File: src/rtl/dhp_pkg.sv
//------------------------------------------------------------
// constants of the disk controller host and dma port
//------------------------------------------------------------
// Contract
// - slow dma partner sets transfer lag flag, bit 1 of register 05
// - after transfer lag, operation ends when current sector completes
// - after stop, finish current sector, then halt; no more dma requests
// - write ended by stop pads the sector with last received byte
// - stop is ignored unless acknowledge is low in the same cycle
// - port select low: pointer or status; high: indirect registers
// - direction low writes, high reads; honoured only while chip select low
// - all processor and dma accesses sync to buffer clock rising edge
// - first general status input reads as bit 6 of register 04
// - second general status input reads as bit 7 of register 04
// - index rising edge marks track start, once per revolution
// - hard sectored: sector input edge starts sectors, index starts sector 0
// - esdi mode: address mark found edge starts sectors, index sector 0
// - seek complete / serial status / lower tape hole in status bit 2
// - track zero / transfer ack / upper tape hole in status bit 1
// - request goes low while a byte is ready or a byte is needed
// - on acknowledge, drive a byte on disk reads, capture on writes
package dhp_pkg;
  localparam int BYTE_W = 8;
  localparam int FIFO_DEPTH = 8;
  localparam int SEC_LEN_W = 16;
  localparam logic [7:0] REG_GEN_STATUS = 8'h04;
  localparam logic [7:0] REG_ERROR = 8'h05;
  localparam int ERR_LAG_BIT = 1;
  localparam int GEN_ST0_BIT = 6;
  localparam int GEN_ST1_BIT = 7;
  localparam int STAT_SEEK_BIT = 2;
  localparam int STAT_TRK_BIT = 1;
  localparam int STAT_BUSY_BIT = 0;
  localparam logic [7:0] PTR_RST = 8'h00;
  localparam logic [7:0] BYTE_RST = 8'h00;

  typedef enum logic [1:0] {ST_IDLE, ST_WAIT, ST_XFER} dhp_phase_type;
endpackage

File: src/rtl/dhp_fifo.sv
`timescale 1ns/1ps
module dhp_fifo
  import dhp_pkg::*;
#(
  parameter int WIDTH = BYTE_W,
  parameter int DEPTH = FIFO_DEPTH
) (
  // clock and reset
  input wire logic core_clk,
  input wire logic srst,
  input wire logic flush,
  // fill side
  input wire logic in_valid,
  output logic in_ready,
  input wire logic [WIDTH-1:0] in_data,
  // drain side
  output logic out_valid,
  input wire logic out_ready,
  output logic [WIDTH-1:0] out_data
);
  localparam int AW = $clog2(DEPTH);

  typedef struct packed {
    logic [AW-1:0] wp;
    logic [AW-1:0] rp;
    logic [AW:0] cnt;
  } dhp_fifo_state_type;

  dhp_fifo_state_type q, d;
  logic [WIDTH-1:0] mem [DEPTH];
  logic push, pop;

  assign in_ready = (q.cnt != (AW+1)'(DEPTH));
  assign out_valid = (q.cnt != '0);
  assign out_data = mem[q.rp];
  assign push = in_valid & in_ready;
  assign pop = out_ready & out_valid;

  // pointer and count update
  always_comb begin
    d = q;
    if (push) d.wp = q.wp + 1'b1;
    if (pop) d.rp = q.rp + 1'b1;
    d.cnt = q.cnt + (AW+1)'(push) - (AW+1)'(pop);
    if (flush) d = '0;
  end

  always_ff @(posedge core_clk) begin
    if (srst) begin
      q <= '0;
    end else begin
      q <= d;
    end
  end

  // storage
  always_ff @(posedge core_clk) begin
    if (push) mem[q.wp] <= in_data;
  end
endmodule

File: src/rtl/dhp_port.sv
`timescale 1ns/1ps
module dhp_port
  import dhp_pkg::*;
(
  // buffer clock and reset
  input wire logic core_clk,
  input wire logic srst,
  // processor port
  input wire logic register_chip_select_n,
  input wire logic write_not_read_line,
  input wire logic port_select_line,
  input wire logic [7:0] data_in,
  output logic [7:0] data_out,
  output logic data_oe,
  // indirect registers of the rest of the chip
  output logic [7:0] reg_addr,
  output logic reg_wr_pulse,
  output logic [7:0] reg_wr_data,
  input wire logic [7:0] reg_rd_data,
  // dma handshake
  output logic request_n,
  input wire logic acknowledge_n,
  input wire logic stop_n,
  // drive status and timing
  input wire logic index_in,
  input wire logic sector_in,
  input wire logic gen_status0,
  input wire logic gen_status1,
  input wire logic seek_status,
  input wire logic track_status,
  // operation control
  input wire logic esdi_mode,
  input wire logic op_start,
  input wire logic op_write,
  input wire logic [SEC_LEN_W-1:0] sector_len_m1,
  output logic busy,
  output logic xfer_lag,
  // medium byte stream
  input wire logic med_tick,
  input wire logic [7:0] med_rd_data,
  output logic [7:0] med_wr_data,
  output logic med_wr_valid
);
  typedef struct packed {
    dhp_phase_type ph;
    logic [7:0] ptr;
    logic [7:0] rd;
    logic wr_pls;
    logic [7:0] wr_data;
    logic is_wr;
    logic lag;
    logic stop;
    logic [SEC_LEN_W-1:0] cnt;
    logic hold;
    logic [7:0] hold_byte;
    logic [7:0] last;
    logic [7:0] med_out;
    logic med_vld;
  } dhp_port_state_type;

  dhp_port_state_type q, d;

  //------------------------------------------------------------
  // sector boundary edges
  //------------------------------------------------------------
  logic idx_rise, sec_rise, am_rise, sec_start;

  dhp_rise u_idx (
    .core_clk(core_clk),
    .srst(srst),
    .lvl(index_in),
    .rise(idx_rise)
  );

  dhp_rise u_sec (
    .core_clk(core_clk),
    .srst(srst),
    .lvl(sector_in & ~esdi_mode),
    .rise(sec_rise)
  );

  dhp_rise u_am (
    .core_clk(core_clk),
    .srst(srst),
    .lvl(sector_in & esdi_mode),
    .rise(am_rise)
  );

  // index starts sector 0, the mode's edge starts the rest
  assign sec_start = idx_rise | sec_rise | am_rise;

  //------------------------------------------------------------
  // data fifo between medium and dma
  //------------------------------------------------------------
  logic active, xfer_tick, ack, ack_rd, ack_wr, sec_end;
  logic f_in_valid, f_in_ready, f_out_valid, f_out_ready;
  logic [7:0] f_in_data, f_out_data;
  logic hold_load, want;

  assign active = (q.ph != ST_IDLE);
  assign xfer_tick = (q.ph == ST_XFER) & med_tick;
  assign ack = ~acknowledge_n & active;
  assign ack_rd = ack & ~q.is_wr;
  assign ack_wr = ack & q.is_wr;
  assign sec_end = xfer_tick & (q.cnt == sector_len_m1);

  // reads fill from medium, writes fill from dma
  assign f_in_valid = q.is_wr ? ack_wr : xfer_tick;
  assign f_in_data = q.is_wr ? data_in : med_rd_data;
  assign hold_load = active & ~q.is_wr & ~q.hold & f_out_valid;
  assign f_out_ready = q.is_wr ? xfer_tick : (active & ~q.hold);

  dhp_fifo #(
    .WIDTH(BYTE_W),
    .DEPTH(FIFO_DEPTH)
  ) u_fifo (
    .core_clk(core_clk),
    .srst(srst),
    .flush(op_start & ~active),
    .in_valid(f_in_valid),
    .in_ready(f_in_ready),
    .in_data(f_in_data),
    .out_valid(f_out_valid),
    .out_ready(f_out_ready),
    .out_data(f_out_data)
  );

  //------------------------------------------------------------
  // read values
  //------------------------------------------------------------
  logic [7:0] stat_val, ind_val;

  // status register
  always_comb begin
    stat_val = 8'h00;
    stat_val[STAT_SEEK_BIT] = seek_status;
    stat_val[STAT_TRK_BIT] = track_status;
    stat_val[STAT_BUSY_BIT] = active;
  end

  // indirectly selected read registers
  always_comb begin
    ind_val = reg_rd_data;
    if (q.ptr == REG_GEN_STATUS) begin
      ind_val = 8'h00;
      ind_val[GEN_ST0_BIT] = gen_status0;
      ind_val[GEN_ST1_BIT] = gen_status1;
    end else if (q.ptr == REG_ERROR) begin
      ind_val = 8'h00;
      ind_val[ERR_LAG_BIT] = q.lag;
    end
  end

  //------------------------------------------------------------
  // next state
  //------------------------------------------------------------
  always_comb begin
    d = q;
    d.wr_pls = 1'b0;
    d.med_vld = 1'b0;
    // processor access, only while selected
    if (~register_chip_select_n) begin
      if (~write_not_read_line) begin
        if (~port_select_line) begin
          d.ptr = data_in;
        end else begin
          d.wr_pls = 1'b1;
          d.wr_data = data_in;
        end
      end else begin
        d.rd = port_select_line ? ind_val : stat_val;
      end
    end
    // stop counts only with acknowledge
    if (ack & ~stop_n) d.stop = 1'b1;
    // one acknowledge moves one byte
    if (ack_wr) d.last = data_in;
    if (ack_rd) d.hold = 1'b0;
    if (hold_load) begin
      d.hold = 1'b1;
      d.hold_byte = f_out_data;
    end
    // medium byte time
    if (xfer_tick) begin
      d.cnt = q.cnt + 1'b1;
      if (q.is_wr) begin
        d.med_vld = 1'b1;
        d.med_out = f_out_valid ? f_out_data : q.last;
        if (~f_out_valid & ~q.stop) d.lag = 1'b1;
      end else if (~f_in_ready & ~q.stop) begin
        d.lag = 1'b1;
      end
    end
    case (q.ph)
      ST_IDLE: begin
        if (op_start) begin
          d.ph = ST_WAIT;
          d.is_wr = op_write;
          d.lag = 1'b0;
          d.stop = 1'b0;
          d.hold = 1'b0;
          d.cnt = '0;
        end
      end
      ST_WAIT: begin
        if (sec_start) begin
          d.ph = ST_XFER;
          d.cnt = '0;
        end
      end
      ST_XFER: begin
        // sector done: halt on stop or lag, else wait next sector
        if (sec_end) begin
          d.cnt = '0;
          d.ph = (d.stop | d.lag) ? ST_IDLE : ST_WAIT;
        end
      end
      default: d.ph = ST_IDLE;
    endcase
  end

  // all state moves on the buffer clock rising edge
  always_ff @(posedge core_clk) begin
    if (srst) begin
      q <= '0;
      q.ph <= ST_IDLE;
      q.ptr <= PTR_RST;
      q.rd <= BYTE_RST;
    end else begin
      q <= d;
    end
  end

  //------------------------------------------------------------
  // outputs
  //------------------------------------------------------------
  // request while a byte waits or space exists, never after stop
  assign want = active & (q.is_wr ? f_in_ready : q.hold);
  assign request_n = ~(want & ~q.stop & acknowledge_n);

  // dma read byte has priority on the data lines
  assign data_out = ack_rd ? q.hold_byte : q.rd;
  assign data_oe = ack_rd | (~register_chip_select_n & write_not_read_line);

  assign reg_addr = q.ptr;
  assign reg_wr_pulse = q.wr_pls;
  assign reg_wr_data = q.wr_data;
  assign busy = active;
  assign xfer_lag = q.lag;
  assign med_wr_data = q.med_out;
  assign med_wr_valid = q.med_vld;
endmodule

File: src/rtl/dhp_rise.sv
`timescale 1ns/1ps
module dhp_rise
  import dhp_pkg::*;
(
  // clock and reset
  input wire logic core_clk,
  input wire logic srst,
  // level in, edge out
  input wire logic lvl,
  output logic rise
);
  typedef struct packed {
    logic prev;
  } dhp_rise_state_type;

  dhp_rise_state_type q, d;

  // remember last level
  always_comb begin
    d = q;
    d.prev = lvl;
  end

  always_ff @(posedge core_clk) begin
    if (srst) begin
      q <= '0;
    end else begin
      q <= d;
    end
  end

  assign rise = lvl & ~q.prev;
endmodule

File: config.mk
export PLATFORM = sky130hd
export DESIGN_NAME = dhp_port
export DESIGN_NICKNAME = d
export VERILOG_FILES = /design/src/rtl/dhp_pkg.sv /design/src/rtl/dhp_fifo.sv /design/src/rtl/dhp_port.sv /design/src/rtl/dhp_rise.sv
export SDC_FILE = /design/constraint.sdc
export NUM_CORES = 1
export LEC_CHECK = 0
export BUFFER_PORTS_ARGS = -buffer_cell sky130_fd_sc_hd__buf_2
export CORE_UTILIZATION = 55
export CTS_BUF_LIST = sky130_fd_sc_hd__clkbuf_16
export DETAILED_ROUTE_END_ITERATION = 12
export PLACE_DENSITY = 0.77
export SYNTH_ARGS = -nofsm -noshare
export SYNTH_HDL_FRONTEND = slang
export SYNTH_SLANG_ARGS = --single-unit
File: constraint.sdc
create_clock -name core_clk -period 2.8 [get_ports core_clk]
set_input_delay 0.14 -clock core_clk [delete_from_list [all_inputs] [get_ports core_clk]]
set_output_delay 0.14 -clock core_clk [all_outputs]
set_load 0.05 [all_outputs]
==> results.json, run 1 <==
{
  "maxSlewViolCount": 0,
  "rrSetupSlack_ns": 0.27,
  "hold_ws_ns": 0.0138,
  "ys_warn_count": 0,
  "ir_drop_uv": 530,
  "hp-start": "data_in[0]",
  "grt-ovfl-total": 0,
  "clockBufferDepth": 2,
  "design_area_sq_mm": 0.00791,
  "tightest_slew_ns": 0.792,
  "place_inst": 794,
  "synth_flop_cell": "dfxtp_1",
  "clkPwrFrac_pct": 41.7,
  "antenna_found_initial": 0,
  "postSynthAreaPerCell_sq_um": 11.4,
  "path_cells": "and3b_1, nor2b_1, o21ai_2, inv_2, ha_1, fa_1, xnor2_1, nor2_1",
  "synth_cell_types": 53,
  "required_ns": 3.10,
  "cts_tree": "yes",
  "grt_max_degree": 28,
  "max_freq_mhz": 395,
  "syn-num-nets": 662,
  "max_slew_margin_pct": 46.9,
  "postPlaceCellArea_sq_mm": 0.00719,
  "vias": 4680,
  "power_density_mw_per_mm2": 690,
  "pwr-share-comb_pct": 13.6,
  "crit_path_end_kind": "flip-flop",
  "seqPwrFrac_pct": 44.7,
  "ctsResizeCount": 0,
  "clkSlewWorstSetupHoldPaths_ns": 0.06,
  "dieHeight_um": 113,
  "ant_nets": 0,
  "drive_gt1_share_pct": 27.0,
  "cts_sinks": 152,
  "startpoint_type": "flip-flop",
  "grt_pass1_vias": 4787,
  "grt_pass1_wl_um": 23900,
  "root_buffer": "clkbuf_16",
  "path_max_fanout": 10,
  "die_area_sq_mm": 0.0128,
  "fin_crit_ns": 2.53,
  "tns_ns": 0,
  "drc_errors": 0,
  "num_antenna_cells": 0,
  "wire_per_inst_um": 17.5,
  "layout_commonest_cell": "buf_2",
  "ios": 95,
  "fin_crit_sh_pct": 90.5,
  "fin_total_pwr_uw": 5460,
  "outcome": "finished clean",
  "finalNetCount": 747,
  "skew_ns": 0.00898,
  "core_sq_mm": 0.0120,
  "fp-row-count": 40,
  "finalHoldViolations": 0,
  "reg2reg_to": "u_fifo.q[2]$_SDFF_PP0_",
  "synth_top_area_share_pct": 28.4,
  "place.gp.congestion": 0.826,
  "dpl.hpwl_um": 10200,
  "final_cell_mix": "buf_2, dfxtp_1, nand2_1, edfxtp_1, nor2_1",
  "rsz0062_at_grt": "false",
  "switchingPower_uw": 1460,
  "synthTopCellsByArea": "edfxtp_1, dfxtp_1, mux4_2, mux2i_1, nand2_1",
  "setup_viol": 0,
  "leakagePower_uw": 0.00308,
  "initial_core_util_pct": 56.4,
  "syn_to_final_growth_pct": 16.8,
  "syn_area_sq_mm": 0.00677,
  "swShare_pct": 26.8,
  "arrival_ns": 2.83,
  "clk_latency_ns": 0.43,
  "reg2reg_depth": 8,
  "worstReg2RegStart": "q[70]$_SDFFE_PP0P_",
  "dieWidth_um": 113,
  "hp-class": "in2reg",
  "maxCapViolations": 0,
  "crit_slowest_cell": "dfxtp_1",
  "seq_area_frac_synth_pct": 54.4,
  "crit_type": "reg2reg",
  "drt_pre_antenna_iters": 5,
  "synth_edf_count": 64,
  "cts_buffers": 17,
  "synth_seq_cells": 152,
  "routed_wl_um": 14700,
  "p_int_uw": 3990,
  "grt_use_total_pct": 24.6,
  "hold_depth": 3,
  "portBuffers": 94,
  "netlist_instances": 594,
  "drt_iter0_drc": 322,
  "critical-path-max-stage-delay_ns": 0.56,
  "post-synth-top-area-cell": "edfxtp_1",
  "vias_per_cell": 5.58,
  "htreeDepth": 4,
  "layout.cells.non_filler": 839,
  "min_delay_worst_endpoint": "reg_wr_data[0]$_SDFFE_PP0P_",
  "async_flop_share_pct": 0
}
[worst max-delay path: cells and delay by family, from the launching register on]
kind / cells / cell delay (ns)
AOI/OAI and AO/OA: 1 / 0.27
xor gates and xnor gates: 1 / 0.20
adders and majority gates: 2 / 0.64
buffers and inverters: 1 / 0.13
DFF: 1 / 0.56
and+or+nand+nor: 3 / 0.60
[what timing repair did]
action | CTS | global route
endpoints found under the hold margin | 12 | 0
buffers inserted | 0 | 0
hold buffers | 13 | 0
[cell families after synthesis]
group | count (synthesis) | share of synthesized area (%)
simple gates | 205 | 15.5
flops | 152 | 54.4
compound gates | 70 | 6.52
buf+inv | 68 | 5.91
mux | 53 | 10.9
xor+xnor | 35 | 4.53
fa+ha+maj | 11 | 2.14
[cells in the mapped netlist (2+ instances only)]
master	number
nor4b_1	2
nand2b_1	4
a311oi_1	2
nor2_1	52
nor3b_1	4
mux2_2	8
and2_1	2
mux4_2	16
xnor2_1	8
nand4_1	10
mux2i_1	29
a211oi_1	9
edfxtp_1	64
nand3_1	10
nor3_1	13
buf_1	5
o211ai_1	2
buf_4	26
and4_1	2
and3_1	7
nor4_1	5
clkbuf_1	12
buf_2	8
nand2_1	66
ha_1	10
nor2b_1	5
buf_6	5
xor2_1	27
inv_1	11
a21oi_1	30
dfxtp_1	88
o21ai_0	9
a21o_1	11
nor4_2	2
and2_0	2
nor3_2	11
[final cells by class]
type / count / area, sq um
multi-input combinational: 374 / 2690
timing repair buffer: 122 / 713
clock inverter: 15 / 164
tap: 147 / 184
inverter: 12 / 45.0
sequential: 152 / 3680
clock buffer: 17 / 425
fill: 899 / 4110
[power groups by stage]
stage	registers, uW	logic, uW	clock network (uW)
6_report	2440	741	2270
5_1_grt	2450	813	2400
4_1_cts	2440	741	2310
3_5_place_dp	2490	716	0
3_3_place_gp	2480	689	0
2_1_floorplan	2470	540	0
[worst max-delay path by stage]
stage	from	endpoint	slack [ns]	cells after the start
2_1_floorplan	q[70]$_SDFFE_PP0P_	u_fifo.mem[0][0]$_DFFE_PP_	0.55	6
3_3_place_gp	q[70]$_SDFFE_PP0P_	u_fifo.q[2]$_SDFF_PP0_	0.48	8
3_5_place_dp	q[70]$_SDFFE_PP0P_	u_fifo.q[2]$_SDFF_PP0_	0.31	8
4_1_cts	q[70]$_SDFFE_PP0P_	u_fifo.q[2]$_SDFF_PP0_	0.25	8
5_1_grt	q[70]$_SDFFE_PP0P_	u_fifo.q[2]$_SDFF_PP0_	0.05	8
6_report	q[70]$_SDFFE_PP0P_	u_fifo.q[2]$_SDFF_PP0_	0.27	8
[state kept, by name, indices dropped and copies added, names as in the netlist, named ones only]
signal        count
reg_wr_data       8
med_wr_valid      1
reg_wr_pulse      1
u_sec.q           1
u_idx.q           1
xfer_lag          1
u_fifo.mem       64
med_wr_data       8
u_am.q            1
u_fifo.q         10
reg_addr          8
q                45
[through the flow]
step	util, %	setup WS (ns)
global placement	59.8	0.480
floorplan	-	0.546
CTS	65.8	0.249
global route	65.8	0.0548
detailed placement	59.8	0.308
finish	65.8	0.266
[per-layer routing]
metal | vias up | share of wire, % | GRT usage, % | wire length, um
met3 | 39 | 4.5 | 6.80 | 665
met4 | 0 | 2.6 | 11.8 | 388
met2 | 140 | 49 | 39.1 | 7130
met1 | 2236 | 44 | 31.4 | 6510
met5 | - | 0 | 0 | 0
li1 | 2265 | - | - | -
Note: power is estimated with default switching activity, not from simulation.
==> inputs of run 2 (changes only) <==
--- a/config.mk
+++ b/config.mk
@@ -10,6 +10,7 @@
 export CTS_BUF_LIST = sky130_fd_sc_hd__clkbuf_16
 export DETAILED_ROUTE_END_ITERATION = 12
 export PLACE_DENSITY = 0.77
+export REMOVE_ABC_BUFFERS = 1
 export SYNTH_ARGS = -nofsm -noshare
 export SYNTH_HDL_FRONTEND = slang
 export SYNTH_SLANG_ARGS = --single-unit
==> run 2 against run 1 <==
  * Clock skew fell by 0.0013 ns
  * Non-clock buffer count shrank 4
  * Clock power decreased by 6%
  * Critical path depth stayed put
  * Die area did not move
  * Wire length is 1.2% lower
  * Highest routed layer unchanged
  * Fmax increased by 3.2%
  * Worst hold slack improved by 0.0030 ns
  * Total power fell by 2.9%
  * Register-to-register slack better by 0.08 ns
==> results.json, run 2 (synthesis results as in run 1) <==
{
  "maxSlewViolCount": 0,
  "grt_pass1_wl_um": 24000,
  "htreeDepth": 4,
  "syn_to_final_growth_pct": 15.6,
  "finalNetCount": 743,
  "ir_drop_uv": 439,
  "crit_type": "reg2reg",
  "setup_viol": 0,
  "tns_ns": 0,
  "maxCapViolations": 0,
  "grt_max_degree": 44,
  "place_inst": 794,
  "max_slew_margin_pct": 45.0,
  "tightest_slew_ns": 0.820,
  "initial_core_util_pct": 56.4,
  "wire_per_inst_um": 17.4,
  "layout.cells.non_filler": 834,
  "portBuffers": 94,
  "drt_pre_antenna_iters": 5,
  "hp-class": "in2reg",
  "clockBufferDepth": 2,
  "regMostFlops": "u_fifo.mem",
  "leakagePower_uw": 0.00306,
  "final_cell_mix": "buf_2, dfxtp_1, nand2_1, edfxtp_1, nor2_1",
  "hold_depth": 3,
  "startpoint_type": "flip-flop",
  "max_freq_mhz": 407,
  "power_density_mw_per_mm2": 677,
  "cts_hold_buffers": 9,
  "cts_sinks": 152,
  "clk_latency_ns": 0.43,
  "dieWidth_um": 113,
  "antenna_found_initial": 0,
  "arrival_ns": 2.75,
  "fillers": 889,
  "grt_pass1_vias": 4777,
  "finalHoldViolations": 0,
  "rsz0062_at_grt": "false",
  "crit_path_end_kind": "flip-flop",
  "dieHeight_um": 113,
  "ant_nets": 0,
  "root_buffer": "clkbuf_16",
  "num_antenna_cells": 0,
  "fin_crit_ns": 2.46,
  "required_ns": 3.10,
  "grt_use_total_pct": 24.6,
  "drc_errors": 0,
  "routed_wl_um": 14500,
  "place.gp.congestion": 0.836,
  "drive_gt1_share_pct": 26.6,
  "reg.largest.list": "u_fifo.mem: 64 flops, q: 45 flops, u_fifo.q: 10 flops",
  "grt-ovfl-total": 0,
  "cts_setup_buffers": 0,
  "core_sq_mm": 0.0120,
  "drt_iter0_drc": 321,
  "fin_crit_sh_pct": 87.7,
  "cts_tree": "yes",
  "die_area_sq_mm": 0.0128,
  "ios": 95,
  "fin_util_pct": 65.2,
  "vias_per_cell": 5.71,
  "cts_buffers": 17,
  "layout_commonest_cell": "buf_2",
  "largest_reg_flops": 64,
  "fp-row-count": 40,
  "outcome": "finished clean",
  "ctsResizeCount": 0,
  "skew_ns": 0.00768,
  "path_max_fanout": 10,
  "reg2reg_depth": 8,
  "clkSlewWorstSetupHoldPaths_ns": 0.06,
  "vias": 4764,
  "dpl.hpwl_um": 10300
}
-- run 2: worst paths after layout --
path	from	end	slack [ns]
worst max-delay path	q[70]$_SDFFE_PP0P_	u_fifo.q[2]$_SDFF_PP0_	0.34
worst min-delay path	data_in[3]	reg_wr_data[3]$_SDFFE_PP0P_	0.02
worst max register to register	q[70]$_SDFFE_PP0P_	u_fifo.q[2]$_SDFF_PP0_	0.34
worst min register to register	reg_wr_data[6]$_SDFFE_PP0P_	reg_wr_data[6]$_SDFFE_PP0P_	0.45
-- run 2: through the flow --
stage / instance area [sq um] / hold WS (ns) / worst slack, ns / power [uW]
2_1_floorplan: 6410 / 0.209 / -0.412 / 2960
3_3_place_gp: 7190 / 0.344 / 0.483 / 3170
3_5_place_dp: 7190 / 0.354 / 0.382 / 3200
4_1_cts: 7830 / 0.000486 / 0.350 / 5320
5_1_grt: 7830 / 0.00730 / 0.176 / 5520
6_report: 7830 / 0.0168 / 0.344 / 5300
-- run 2: power by group --
group          internal [uW]  leakage [uW]  total [uW]  switching (uW)
Clock                   1220      0.000267        2130             908
Combinational            272       0.00150         732             461
Sequential              2390       0.00129        2440            45.5
Total                   3880       0.00306        5300            1410
-- run 2: area by class of cell --
cell class                 instances  area [sq um]  area share (%)
sequential                       152          3680            47.1
multi-input combinational        374          2690            34.4
timing repair buffer             118           673            8.60
clock buffer                      17           425            5.44
tap                              147           184            2.35
clock inverter                    14           124            1.58
inverter                          12          45.0           0.576
-- run 2: critical path, cell delays in order, from the launching register on --
cell     delay (ns)
dfxtp_1        0.55
and3b_1        0.33
nor2b_1        0.19
o21ai_2        0.27
inv_2          0.13
ha_1           0.25
fa_1           0.39
xnor2_1        0.17
nor2_1         0.05
-- run 2: routing by layer --
metal  GRT usage (%)  vias up  part of all wire [%]
met5               0        -                     0
met4            8.68        0                   1.9
met3            6.27       25                   5.6
met2            40.3      162                    49
met1            32.0     2318                    44
li1                -     2259                     -
==> inputs of run 3 (changes only) <==
--- a/config.mk
+++ b/config.mk
@@ -5,6 +5,7 @@
 export SDC_FILE = /design/constraint.sdc
 export NUM_CORES = 1
 export LEC_CHECK = 0
+export ABC_AREA = 1
 export BUFFER_PORTS_ARGS = -buffer_cell sky130_fd_sc_hd__buf_2
 export CORE_UTILIZATION = 55
 export CTS_BUF_LIST = sky130_fd_sc_hd__clkbuf_16
==> run 3 against run 2 <==
  * Clock-buffer cell count did not move
  * Sequential share of layout area fell by 1.6 points
  * Combinational power rose by 120%
  * Synthesized cell count rose by 41%
  * Critical path type is now reg2out
  * Global-route usage rose by 1.6 points
  * Clock skew fell by 0.0017 ns
  * Design area rose by 3.4%
  * Fmax fell by 2.1%
  * Via count rose by 24%
==> results.json, run 3 <==
{
  "setup_ws_ns": 0.291,
  "crit_path_end": "data_out[0]",
  "vias": 5908,
  "synth_top_family_by_area": "simple AND/OR/NAND/NOR gates",
  "maxSlewViolCount": 0,
  "synth_mux_area_share_pct": 0,
  "tns_ns": 0,
  "reg2reg_depth": 9,
  "startpoint_type": "flip-flop",
  "grt_max_degree": 39,
  "initial_core_util_pct": 57.4,
  "layout_commonest_cell": "nand2_1",
  "rrSetupSlack_ns": 0.44,
  "place_ws_ns": 0.462,
  "rsz0062_at_grt": "false",
  "cts_sinks": 152,
  "largest_reg_flops": 64,
  "synthAdderAreaFrac_pct": 2.07,
  "async_flop_share_pct": 0,
  "postPlaceCellArea_sq_mm": 0.00745,
  "dpl.hpwl_um": 11600,
  "hp-class": "in2reg",
  "grt_use_total_pct": 26.3,
  "seq_area_frac_synth_pct": 52.6,
  "max_slew_margin_pct": 44.3,
  "crit_type": "reg2out",
  "post-synth-top-count-cell": "nand2_1",
  "cts_tree": "yes",
  "setup_viol": 0,
  "final_cell_mix": "nand2_1, buf_2, nor2_1, dfxtp_1, inv_1",
  "reg.largest.list": "u_fifo.mem: 64 flops, q: 45 flops, u_fifo.q: 10 flops",
  "worstReg2RegStart": "q[71]$_SDFFE_PP0P_",
  "cts_buffers": 17,
  "ir_drop_uv": 427,
  "synth_edf_count": 64,
  "synth_xor_area_share_pct": 1.88,
  "synthSimpleGateAreaFrac_pct": 21.5,
  "dieHeight_um": 115,
  "ant_nets": 0,
  "postSynthAreaPerCell_sq_um": 8.36,
  "drt_pre_antenna_iters": 5,
  "post-synth-top-area-cell": "edfxtp_1",
  "fp-row-count": 40,
  "finalNetCount": 984,
  "tightest_slew_ns": 0.835,
  "design_area_sq_mm": 0.00810,
  "synth_seq_cells": 152,
  "antenna_found_initial": 0,
  "required_ns": 2.66,
  "grt-ovfl-total": 0,
  "portBuffers": 94,
  "maxCapViolations": 0,
  "reg2reg_to": "u_fifo.mem[1][4]$_DFFE_PP_",
  "root_buffer": "clkbuf_16",
  "max_freq_mhz": 399,
  "ios": 95,
  "power_density_mw_per_mm2": 799,
  "grt_pass1_wl_um": 26100,
  "clkSlewWorstSetupHoldPaths_ns": 0.06,
  "synthTopCellsByArea": "edfxtp_1, dfxtp_1, nand2_1, nor2_1, o21ai_0",
  "startpoint": "q[44]$_SDFFE_PP0P_",
  "fillers": 1030,
  "crit_path_end_kind": "output pin",
  "clockBufferDepth": 2,
  "synth_cell_types": 43,
  "outcome": "finished clean",
  "clk_latency_ns": 0.42,
  "drt_iter0_drc": 421,
  "fin_crit_ns": 2.51,
  "path_max_fanout": 17,
  "arrival_ns": 2.37,
  "ys_warn_count": 0,
  "num_antenna_cells": 0,
  "drive_gt1_share_pct": 17.3,
  "fin_crit_sh_pct": 89.6,
  "regMostFlops": "u_fifo.mem",
  "syn_to_final_growth_pct": 15.6,
  "vias_per_cell": 5.39,
  "netlist_instances": 838,
  "die_area_sq_mm": 0.0132,
  "htreeDepth": 4,
  "drc_errors": 0,
  "routed_wl_um": 16500,
  "dieWidth_um": 115,
  "synth_compound_area_share_pct": 12.9,
  "syn_area_sq_mm": 0.00701,
  "fin_util_pct": 66.3,
  "skew_ns": 0.00601,
  "wire_per_inst_um": 15.1,
  "grt_pass1_vias": 5304,
  "yosys-top-cells-count": "nand2_1, nor2_1, dfxtp_1",
  "fin_total_pwr_uw": 6470,
  "finalHoldViolations": 0,
  "leakagePower_uw": 0.00349,
  "synth_top_area_share_pct": 27.4,
  "place.gp.congestion": 0.889,
  "core_sq_mm": 0.0122,
  "synth_flop_cell": "dfxtp_1"
}
## run 3: cell types whose count changed in the layout (fill, tap and decap cells not counted), sizes merged, moves of 29 or more
cell   change
nand2    +134
inv       +69
o21ai     +59
nor2      +47
a21oi     +34
mux2i     -29
nand3     +29
## run 3: report_power, final
| part | internal (uW) | total [uW] | switching, uW |
|---|---|---|---|
| sequential | 2520 | 2630 | 110 |
| clock | 1370 | 2200 | 834 |
| combinational | 458 | 1630 | 1170 |
| total | 4350 | 6470 | 2120 |
## run 3: timing repair
action                                 in CTS  in global routing
hold buffers                                8                  0
setup buffers                               0                  0
gates resized for setup                     0                  0
endpoints found under the hold margin       7                  0
## run 3: metrics by stage
step / hold slack, ns / instances
global route: 0.00852 / 1097
detailed placement: 0.377 / 1057
global placement: 0.358 / 1057
floorplan: 0.209 / 786
finish: 0.0138 / 1097
CTS: 0.00443 / 1097
## run 3: worst max-delay path, cell delays in order (launching register included)
cell      delay, ns
dfxtp_1        0.48
buf_4          0.26
inv_1          0.23
nand2_2        0.25
clkinv_1       0.24
o21ai_0        0.21
buf_2          0.28
## run 3: cell families after synthesis
| family | Yosys count |
|---|---|
| adder cells (fa/ha/maj) | 11 |
| buffers and inverters | 139 |
| AND/OR/NAND/NOR | 354 |
| XOR/XNOR | 15 |
| AO/OA/AOI/OAI | 167 |
| flip-flops | 152 |
## run 3: layout make-up
class | instances | area (sq um) | area share (%)
flip-flops and latches | 152 | 3680 | 45.5
multi-input cells | 547 | 2690 | 33.2
repair buffers | 111 | 618 | 7.64
clock buffers | 17 | 425 | 5.26
inverters | 87 | 329 | 4.06
well taps | 168 | 210 | 2.60
clock inverters | 15 | 143 | 1.76
## run 3: worst min path at each step
stage / slack, ns / depth (start not counted) / start / endpoint
6_report: 0.01 / 3 / track_status / q[55]$_SDFFE_PP0P_
2_1_floorplan: 0.21 / 1 / srst / q[10]$_SDFFE_PP0P_
4_1_cts: 0.004 / 3 / track_status / q[55]$_SDFFE_PP0P_
3_5_place_dp: 0.38 / 3 / index_in / u_idx.q$_SDFF_PP0_
3_3_place_gp: 0.36 / 3 / index_in / u_idx.q$_SDFF_PP0_
5_1_grt: 0.009 / 3 / track_status / q[55]$_SDFFE_PP0P_
## run 3: routing by layer
layer	track usage, %	wire, um	vias to the layer above
li1	-	-	2894
met1	33.6	7140	2755
met2	44.0	7930	228
met3	6.43	1120	31
met4	8.23	329	0
met5	0	0	-
